### config.mk
export PLATFORM = sky130hd
export DESIGN_NAME = voltage_comparator_control
export DESIGN_NICKNAME = d
export VERILOG_FILES = /design/src/cmp_pkg.sv /design/src/cmp_sync.sv /design/src/voltage_comparator_control.sv
export SDC_FILE = /design/constraint.sdc
export NUM_CORES = 1
export LEC_CHECK = 0
export ABC_AREA = 1
export BUFFER_PORTS_ARGS = -buffer_cell sky130_fd_sc_hd__buf_2
export CAP_MARGIN = 20
export CORE_MARGIN = 8
export CORE_UTILIZATION = 50
export DETAILED_ROUTE_END_ITERATION = 10
export HOLD_SLACK_MARGIN = 0.15
export PLACE_DENSITY_LB_ADDON = 0.3
export SYNTH_ARGS = -nofsm -noshare
export SYNTH_HDL_FRONTEND = slang
export SYNTH_HIERARCHICAL = 1
export SYNTH_SLANG_ARGS = --single-unit
### constraint.sdc
create_clock -name clk -period 2.7 [get_ports clk]
set_input_delay 0.27 -clock clk [delete_from_list [all_inputs] [get_ports clk]]
set_output_delay 0.27 -clock clk [all_outputs]
set_load 0.05 [all_outputs]
### src/cmp_pkg.sv
package cmp_pkg;
  // register byte addresses
  localparam logic [7:0] CTRL_ADDR  = 8'h9B;
  localparam logic [7:0] MODE_ADDR  = 8'h9D;
  localparam logic [7:0] RESET_ADDR = 8'hEF;

  // control register fields
  localparam int CTRL_ON_BIT     = 7;
  localparam int CTRL_RESULT_BIT = 6;
  localparam int CTRL_UP_BIT     = 5;
  localparam int CTRL_DOWN_BIT   = 4;
  localparam int CTRL_PHYST_HI   = 3;
  localparam int CTRL_PHYST_LO   = 2;
  localparam int CTRL_NHYST_HI   = 1;
  localparam int CTRL_NHYST_LO   = 0;

  // mode register fields
  localparam int MODE_UP_IE_BIT   = 5;
  localparam int MODE_DOWN_IE_BIT = 4;
  localparam int MODE_RESP_HI     = 1;
  localparam int MODE_RESP_LO     = 0;

  // reset source register field
  localparam int RESET_SEL_BIT = 0;

  // reset values
  localparam logic       ON_RESET      = 1'b0;
  localparam logic       FLAG_RESET    = 1'b0;
  localparam logic       IE_RESET      = 1'b0;
  localparam logic       SEL_RESET     = 1'b0;
  localparam logic [1:0] HYST_RESET    = 2'h0;
  localparam logic [1:0] RESP_RESET    = 2'h2;
  localparam logic [7:0] RDATA_RESET   = 8'h00;

  // hysteresis codes
  typedef enum logic [1:0] {
    HYST_NONE = 2'h0,
    HYST_5MV  = 2'h1,
    HYST_10MV = 2'h2,
    HYST_20MV = 2'h3
  } hyst_type;

  // response codes, fastest to slowest
  typedef enum logic [1:0] {
    RESP_FASTEST = 2'h0,
    RESP_MODE1   = 2'h1,
    RESP_MODE2   = 2'h2,
    RESP_SLOWEST = 2'h3
  } resp_type;
endpackage

### src/cmp_sync.sv
// three-stage synchroniser with agreement filter
module cmp_sync (
  // clock and reset
  input  wire logic clk,
  input  wire logic rst_n,
  // asynchronous input
  input  wire logic asyncIn,
  // filtered level in clk domain
  output logic      syncOut
);
  logic s1Q;  // first stage, read only by s2Q
  logic s2Q;  // second stage
  logic s3Q;  // third stage
  logic outQ; // accepted level

  // shift chain
  always_ff @(posedge clk or negedge rst_n) begin
    if (!rst_n) begin
      s1Q <= 1'b0;
      s2Q <= 1'b0;
      s3Q <= 1'b0;
    end else begin
      s1Q <= asyncIn;
      s2Q <= s1Q;
      s3Q <= s2Q;
    end
  end

  // change taken once stages two and three agree
  always_ff @(posedge clk or negedge rst_n) begin
    if (!rst_n) begin
      outQ <= 1'b0;
    end else if (s2Q == s3Q) begin
      outQ <= s3Q;
    end
  end

  assign syncOut = outQ;
endmodule

### src/voltage_comparator_control.sv
// digital control and status around the analog comparator
module voltage_comparator_control #(
  parameter int ADDR_W = 8  // register address width
) (
  // clock and reset
  input  wire logic              clk,
  input  wire logic              rst_n,
  // register port
  input  wire logic [ADDR_W-1:0] addr,
  input  wire logic [7:0]        wrData,
  input  wire logic              wrEn,
  input  wire logic              rdEn,
  output logic      [7:0]        rdData,
  // analog core
  input  wire logic              cmpAnalog,
  output logic                   cmpPowerOn,
  output logic      [1:0]        posHyst,
  output logic      [1:0]        negHyst,
  output logic      [1:0]        responseMode,
  // pin outputs
  output logic                   latchedCmpOut,
  output logic                   rawCmpOut,
  // interrupt request and reset source
  output logic                   cmpIrq,
  output logic                   cmpResetReq
);

  // refuse address widths too narrow for the map
  if (ADDR_W < 8) begin : g_addr_chk
    $error("address width below eight bits");
  end

  // control register state
  logic       onQ;          // comparator on
  logic       upFlagQ;      // sticky rising flag
  logic       downFlagQ;    // sticky falling flag
  logic [1:0] posHystQ;     // positive hysteresis code
  logic [1:0] negHystQ;     // negative hysteresis code
  // mode register state
  logic       upIrqEnQ;     // rising interrupt enable
  logic       downIrqEnQ;   // falling interrupt enable
  logic [1:0] respQ;        // response mode code
  // reset source select
  logic       resetSelQ;    // comparator chosen as reset source
  // output path
  logic       syncOut;      // synchronised comparator level
  logic       prevQ;        // level seen last cycle
  logic       latchedQ;     // latched pin output
  logic [7:0] rdDataQ;      // read data register
  // decode and event terms
  logic       ctrlWr;       // write to control register
  logic       modeWr;       // write to mode register
  logic       resetWr;      // write to reset select register
  logic       riseEvt;      // rising edge this cycle
  logic       fallEvt;      // falling edge this cycle
  logic       compareResult; // level shown to software
  logic       upFlagD;      // next rising flag
  logic       downFlagD;    // next falling flag
  logic [7:0] rdDataD;      // next read data

  // address decode
  assign ctrlWr  = wrEn && (addr == ADDR_W'(cmp_pkg::CTRL_ADDR));
  assign modeWr  = wrEn && (addr == ADDR_W'(cmp_pkg::MODE_ADDR));
  assign resetWr = wrEn && (addr == ADDR_W'(cmp_pkg::RESET_ADDR));

  // bring the asynchronous comparator level into clk
  cmp_sync u_sync (
    .clk     (clk),
    .rst_n   (rst_n),
    .asyncIn (cmpAnalog),
    .syncOut (syncOut)
  );

  // enable bit
  always_ff @(posedge clk or negedge rst_n) begin
    if (!rst_n) begin
      onQ <= cmp_pkg::ON_RESET;
    end else if (ctrlWr) begin
      onQ <= wrData[cmp_pkg::CTRL_ON_BIT];
    end
  end

  // hysteresis fields
  always_ff @(posedge clk or negedge rst_n) begin
    if (!rst_n) begin
      posHystQ <= cmp_pkg::HYST_RESET;
      negHystQ <= cmp_pkg::HYST_RESET;
    end else if (ctrlWr) begin
      posHystQ <= wrData[cmp_pkg::CTRL_PHYST_HI:cmp_pkg::CTRL_PHYST_LO];
      negHystQ <= wrData[cmp_pkg::CTRL_NHYST_HI:cmp_pkg::CTRL_NHYST_LO];
    end
  end

  // mode register fields
  always_ff @(posedge clk or negedge rst_n) begin
    if (!rst_n) begin
      upIrqEnQ   <= cmp_pkg::IE_RESET;
      downIrqEnQ <= cmp_pkg::IE_RESET;
      respQ      <= cmp_pkg::RESP_RESET;
    end else if (modeWr) begin
      upIrqEnQ   <= wrData[cmp_pkg::MODE_UP_IE_BIT];
      downIrqEnQ <= wrData[cmp_pkg::MODE_DOWN_IE_BIT];
      respQ      <= wrData[cmp_pkg::MODE_RESP_HI:cmp_pkg::MODE_RESP_LO];
    end
  end

  // reset source select
  always_ff @(posedge clk or negedge rst_n) begin
    if (!rst_n) begin
      resetSelQ <= cmp_pkg::SEL_RESET;
    end else if (resetWr) begin
      resetSelQ <= wrData[cmp_pkg::RESET_SEL_BIT];
    end
  end

  // analog core controls
  assign cmpPowerOn   = onQ;
  assign posHyst      = posHystQ;
  assign negHyst      = negHystQ;
  assign responseMode = respQ;

  // level shown to software, zero while off
  assign compareResult = onQ & syncOut;

  // previous level for edge detection
  always_ff @(posedge clk or negedge rst_n) begin
    if (!rst_n) begin
      prevQ <= 1'b0;
    end else begin
      prevQ <= compareResult;
    end
  end

  // edges on the synchronised level, only while on
  assign riseEvt = onQ && compareResult && !prevQ;
  assign fallEvt = onQ && !compareResult && prevQ;

  // sticky flags: hardware set beats a software clear
  always_comb begin
    upFlagD   = upFlagQ;
    downFlagD = downFlagQ;
    if (ctrlWr) begin
      upFlagD   = wrData[cmp_pkg::CTRL_UP_BIT];
      downFlagD = wrData[cmp_pkg::CTRL_DOWN_BIT];
    end
    if (riseEvt) begin
      upFlagD = 1'b1;
    end
    if (fallEvt) begin
      downFlagD = 1'b1;
    end
  end

  // flag registers
  always_ff @(posedge clk or negedge rst_n) begin
    if (!rst_n) begin
      upFlagQ   <= cmp_pkg::FLAG_RESET;
      downFlagQ <= cmp_pkg::FLAG_RESET;
    end else begin
      upFlagQ   <= upFlagD;
      downFlagQ <= downFlagD;
    end
  end

  // interrupt request, each flag gated by its enable
  assign cmpIrq = (upFlagQ && upIrqEnQ)
               || (downFlagQ && downIrqEnQ);

  // clocked pin output, low from the very edge that disables
  always_ff @(posedge clk or negedge rst_n) begin
    if (!rst_n) begin
      latchedQ <= 1'b0;
    end else if (ctrlWr && !wrData[cmp_pkg::CTRL_ON_BIT]) begin
      latchedQ <= 1'b0;
    end else begin
      latchedQ <= compareResult;
    end
  end
  assign latchedCmpOut = latchedQ;

  // raw pin output needs no clock edge to follow
  assign rawCmpOut = onQ & cmpAnalog;

  // reset request while on, low output and selected
  assign cmpResetReq = onQ && resetSelQ && !syncOut;

  // read mux
  always_comb begin
    rdDataD = 8'h00;
    if (addr == ADDR_W'(cmp_pkg::CTRL_ADDR)) begin
      rdDataD[cmp_pkg::CTRL_ON_BIT]     = onQ;
      rdDataD[cmp_pkg::CTRL_RESULT_BIT] = compareResult;
      rdDataD[cmp_pkg::CTRL_UP_BIT]     = upFlagQ;
      rdDataD[cmp_pkg::CTRL_DOWN_BIT]   = downFlagQ;
      rdDataD[cmp_pkg::CTRL_PHYST_HI:cmp_pkg::CTRL_PHYST_LO] = posHystQ;
      rdDataD[cmp_pkg::CTRL_NHYST_HI:cmp_pkg::CTRL_NHYST_LO] = negHystQ;
    end else if (addr == ADDR_W'(cmp_pkg::MODE_ADDR)) begin
      rdDataD[cmp_pkg::MODE_UP_IE_BIT]   = upIrqEnQ;
      rdDataD[cmp_pkg::MODE_DOWN_IE_BIT] = downIrqEnQ;
      rdDataD[cmp_pkg::MODE_RESP_HI:cmp_pkg::MODE_RESP_LO] = respQ;
    end else if (addr == ADDR_W'(cmp_pkg::RESET_ADDR)) begin
      rdDataD[cmp_pkg::RESET_SEL_BIT] = resetSelQ;
    end
  end

  // read data stands only in the cycle after the strobe
  always_ff @(posedge clk or negedge rst_n) begin
    if (!rst_n) begin
      rdDataQ <= cmp_pkg::RDATA_RESET;
    end else if (rdEn) begin
      rdDataQ <= rdDataD;
    end else begin
      rdDataQ <= cmp_pkg::RDATA_RESET;
    end
  end
  assign rdData = rdDataQ;
endmodule

After elaboration in Yosys (flattened, before gate mapping) --
Index checks and enable logic that the tools add are counted. Widths: inputs -> output; s select.
Word-level totals: register bits 26, input port bits 21, output and inout port bits 19, logic and storage cells 55
Cells by class: equality and inequality tests 4, mux-type cells 14, bitwise logic cells 2, reduce and logical (&&, ||, !) cells 19
Operator list (count):
- $eq 8x8->1 const B | 3
- $logic_and 1x1->1 | 12
- $mux 2 | 5
- $mux 1 | 8
- $mux 8 | 1
- $logic_not 1->1 | 4
- $reduce_bool 2->1 | 2
- $and 1x1->1 | 2
- $eq 1x1->1 | 1
- $logic_or 1x1->1 | 1

Logic depth before layout (Yosys ltp) --
depth after elaboration 5, gate-level depth with buffers 8, gate-level depth less buffers 8

By module --
The synthesis kept the hierarchy.
Modules (own cells, without submodules):
- voltage_comparator_control | times used 1, cells an instance 118, area each 1009.7 um^2, sequential area each 551.8 um^2
- cmp_sync | times used 1, cells an instance 8, area each 116.4 um^2, sequential area each 100.1 um^2

Least setup slack after synthesis --
No wires, ideal clock.
kind register -> output, start register onQ, in the netlist cmpPowerOn, end output cmpResetReq, arrival time 1406 ps, required time 2430 ps, setup slack 1024 ps, cell stages (with the launch flop) 3, path buffers 0, cells stage by stage dfrtp_1 -> nand2_1 -> nor2_1
Between the ends: longest elaborated chain between the ends 2
Ends and longest elaborated chain:
- start: declaration | RTL line voltage_comparator_control.sv:34 | logic onQ;
- start signal: assignment | RTL line voltage_comparator_control.sv:77 | onQ <= cmp_pkg::ON_RESET;
- start signal: assignment | RTL line voltage_comparator_control.sv:79 | onQ <= wrData[cmp_pkg::CTRL_ON_BIT];
- $logic_and 1x1->1 (2 in a row) | RTL line voltage_comparator_control.sv:185 | assign cmpResetReq = onQ && resetSelQ && !syncOut;
- end: declaration | RTL line voltage_comparator_control.sv:25 | output logic cmpResetReq
No other way between the ends.

Final worst setup path --
start input cmpAnalog, end output rawCmpOut
Between the ends: longest elaborated chain between the ends 1
Ends and longest elaborated chain:
- start: declaration | RTL line voltage_comparator_control.sv:15 | input wire logic cmpAnalog,
- $and 1x1->1 | RTL line voltage_comparator_control.sv:182 | assign rawCmpOut = onQ & cmpAnalog;
- end: declaration | RTL line voltage_comparator_control.sv:22 | output logic rawCmpOut,
No other way between the ends.

==> impl_summary.txt <==
----------------------------------------------------
[Floorplan]
  Die X ... 63.5 um
  Vertical extent of the die ... 63.5 um
  Initial standard-cell utilization of the core ... 51.9%
  Core Box Area ... 0.00217 mm^2
  # rows ... 17
  Overall die area ... 0.00403 mm^2
  Top-level I/O count ... 40

[Power and ir drop]
  Maximum vdd drop ... 0.349 mV
  Switch Pwr ... 205 uW
  Power Internal ... 589 uW
  Seq pwr share ... 52.5%
  Power Dens Cells ... 564 mW/mm^2
  Share of power burned in the clock network ... 33.2%
  Leakage power summed over all cells ... 0.000822 uW
  Combinational power share ... 14.3%
  Proportion of total power due to net switching ... 25.8%

[STA]
  Unrepaired setup endpoints after global routing ... no
  Clock period minus final worst setup slack ... 1.51 ns
  Setup tns final ... 0 ns
  Max Transition Viols Final ... 0
  Clock Skews ... 0.000589 ns
  Post-route clock period utilization ... 56.1%
  Number of hold-slack violations in the final timing report ... 0
  Final Setup Violations ... 0
  Slew margin rel. ... 62.6%
  Slew at the pin closest to its max-slew limit ... 0.561 ns
  Max frequency ... 660 MHz

[Synth]
  Combined area of all synthesized cells ... 0.00113 mm^2
  Flops & latches, synth ... 26
  Post-synth top area cell ... sky130_fd_sc_hd__dfrtp_1
  Area fraction of the dominant cell type after synthesis ... 55.6%
  Synth cell types ... 20
  Adder-cell area share of the yosys netlist ... 0%
  Share of the synthesized area in compound gates (AO/OA/AOI/OAI) ... 5.22%
  Avg Synthesized Cell Area ... 8.94 um^2
  Main combinational cell family by area after synthesis ... simple AND/OR/NAND/NOR gates
  Mux cell area share after synthesis ... 0%
  Share of synthesized area occupied by flip-flops and latches ... 57.9%
  Number of enable flip-flop cells after synthesis ... 0
  Most frequent cells after synthesis ... sky130_fd_sc_hd__nand2_1 (30), sky130_fd_sc_hd__dfrtp_1 (25), sky130_fd_sc_hd__inv_1 (19)
  Most instantiated flip-flop cell in the synthesis netlist ... sky130_fd_sc_hd__dfrtp_1
  Async set-or-reset flop fraction in the synthesized netlist ... 100%
  Largest cells by area after synthesis ... sky130_fd_sc_hd__dfrtp_1 (56%), sky130_fd_sc_hd__nand2_1 (10%), sky130_fd_sc_hd__nand3_1 (6.7%)
  Ys Warns ... 6
  Count leader, synth ... sky130_fd_sc_hd__nand2_1
  Cell count after synthesis ... 126
  Area share of xor/xnor cells in the synthesized design ... 0%
  Total nets after synthesis ... 147
  Simple-gate share of the synthesized area ... 27.9%

[Global route]
  Vias in the first global route ... 942
  Total Routing Usage GR ... 12.0%
  Largest net degree at the start of global routing ... 27
  Antenna violations before repair ... 0
  Global route total overflow ... 0
  First-pass GRT wire length ... 4.00 mm

[Layout]
  Area taken by flip-flops and latches ... 652 um^2
  Area growth from synthesis to layout ... 25.0%
  Number of nets in the layout ... 191
  Fillers ... 192
  ANT cells ... 0
  Final cell area excluding filler cells ... 0.00141 mm^2
  Ratio of cells with drive above 1 in the final layout ... 30.2%
  Multi-input gate area in the final layout ... 373 um^2

[Clock network]
  CTS buffer count ... 3
  CTS H-tree depth ... 1
  Cell at the root of the clock tree ... sky130_fd_sc_hd__clkbuf_4
  Resize count post-CTS ... 0
  Number of clock sinks ... 26
  Clock tree from TritonCTS ... built
  CTS Buffer Depth ... 2
  Latest clock arrival within the worst-skew pair ... 0.31 ns
  CTS clk-pin slew, worst paths ... 0.14 ns

[Worst hold path]
  WHS Path Cells ... 3
  Worst Hold Launch ... wrData[2]
  Worst Hold Class ... primary input to flop
  Terminating pin of the worst hold path ... posHyst[0]$_DFFE_PN0P_

[Run]
  Max-cap violations ... 0

[Setup path]
  Cell with the biggest individual delay on the critical path ... sky130_fd_sc_hd__dlygate4sd3_1
  Peak fanout along the critical path ... 2
  Req. time, crit path ... 2.43 ns
  Cell count of the worst reg-to-reg path ... 3
  Kind of start point of the critical path ... primary input
  Class of the most critical setup path ... primary input to output port
  Cell breakdown of the critical path ... dlygate4sd3_1, buf_2, nand2_1, inv_1, buf_2
  Flop-to-flop setup slack ... 1.70 ns
  CP endpoint kind ... output port
  Reg-to-reg startpoint ... u_sync/syncOut$_DFFE_PN0N_
  Crit path launch ... cmpAnalog
  Capture point of the worst reg-to-reg path ... upFlagQ$_DFFE_PN0P_
  Critical path's largest stage delay ... 0.52 ns
  CP most frequent cell ... sky130_fd_sc_hd__buf_2
  Arrival time at the worst endpoint ... 1.24 ns

[Placement]
  Post-detailed-placement cell area ... 0.00133 mm^2
  Buffers added on ports ... 38
  Detailed placer's ending HPWL ... 1.88 mm
  Final RePlAce weighted congestion ... 0.758

[Detailed routing]
  Average via count per standard cell ... 4.95
  Routed Antenna Nets ... 0
  Number of optimization iterations in the first detailed-route pass ... 5
  Final routed DRC violation total ... 0
  Wire per inst ... 12.3 um
  DRT iter0 DRCs ... 30
  Total number of vias ... 975
  Post-Route WL ... 2.42 mm

[Status]
  Result of the run ... completed

----------------------------------------------------
through the flow:
stage	util, %	std cells	power, uW	hold slack (ns)	setup slack (ns)
after floorplan	-	126	494	-0.0256	1.02
after global placement	61.1	190	532	0.279	1.47
after detailed placement	61.1	190	536	0.291	1.45
after CTS	64.9	197	802	0.152	1.19
after global routing	64.9	197	828	0.156	1.12
final	64.9	197	794	0.157	1.19
sequential cells by signal, summed over array words and instances (netlist names), 2 cells and up:
name and count:
posHyst 2, negHyst 2, responseMode 2, rdData 8
worst max path at each step:
stage,endpoint,slack (ns),depth (start not counted)
floorplan,cmpResetReq,1.02,2
detailed placement,posHyst[1]$_DFFE_PN0P_,1.45,7
global placement,rdData[5]$_DFF_PN0_,1.47,6
CTS,rawCmpOut,1.19,5
finish,rawCmpOut,1.19,5
global route,rawCmpOut,1.12,5
worst max-delay path: cells and delay by family:
kind,cells,cell delay (ns)
buf+inv,4,0.93
simple gates,1,0.05
power groups by stage:
stage	Combinational, uW	Sequential (uW)	Clock, uW
3_5_place_dp	112	424	0
3_3_place_gp	109	423	0
4_1_cts	115	417	270
6_report	114	417	263
5_1_grt	124	419	285
2_1_floorplan	41.8	452	0
cell type report:
cell class | instances | share of cell area (%)
well taps | 28 | 2.49
clock inverters | 1 | 2.13
multi-input cells | 78 | 26.5
flip-flops and latches | 26 | 46.3
clock buffers | 3 | 1.60
inverters | 20 | 5.33
repair buffers | 41 | 15.6
cell families after synthesis:
logic type	count (synthesis)
simple gates	67
buf+inv	22
compound gates	11
flops	26
placed cells by master (no fill, tap or decap):
| master | n |
|---|---|
| sky130_fd_sc_hd__nand2_2 | 1 |
| sky130_fd_sc_hd__bufinv_16 | 1 |
| sky130_fd_sc_hd__nor2_4 | 2 |
| sky130_fd_sc_hd__clkbuf_4 | 3 |
| sky130_fd_sc_hd__inv_2 | 1 |
| sky130_fd_sc_hd__nand2_1 | 30 |
| sky130_fd_sc_hd__dfstp_2 | 1 |
| sky130_fd_sc_hd__dfrtp_1 | 25 |
| sky130_fd_sc_hd__nand4_1 | 2 |
| sky130_fd_sc_hd__dlygate4sd3_1 | 3 |
| sky130_fd_sc_hd__a22o_1 | 1 |
| sky130_fd_sc_hd__buf_2 | 38 |
| sky130_fd_sc_hd__inv_1 | 19 |
| sky130_fd_sc_hd__nand3_2 | 1 |
| sky130_fd_sc_hd__a21oi_1 | 2 |
| sky130_fd_sc_hd__nand3_1 | 15 |
| sky130_fd_sc_hd__nor2_1 | 13 |
| sky130_fd_sc_hd__and2_4 | 1 |
| sky130_fd_sc_hd__nand2_4 | 1 |
| sky130_fd_sc_hd__o21ai_1 | 3 |
| sky130_fd_sc_hd__o21ai_0 | 5 |
| sky130_fd_sc_hd__or2_2 | 1 |
per-layer routing:
layer | global-route usage [%] | part of all wire, %
met4 | 3.90 | 0.91
met1 | 13.1 | 39
met5 | 0 | 0
met3 | 3.89 | 6.9
met2 | 21.3 | 53
timing repair:
action | 4_1_cts | 5_1_grt
hold buffers | 3 | 0
buffers inserted | 0 | 0
setup endpoints to repair | 0 | 0
endpoints found under the hold margin | 27 | 0
(Power assumes the default switching activity.)
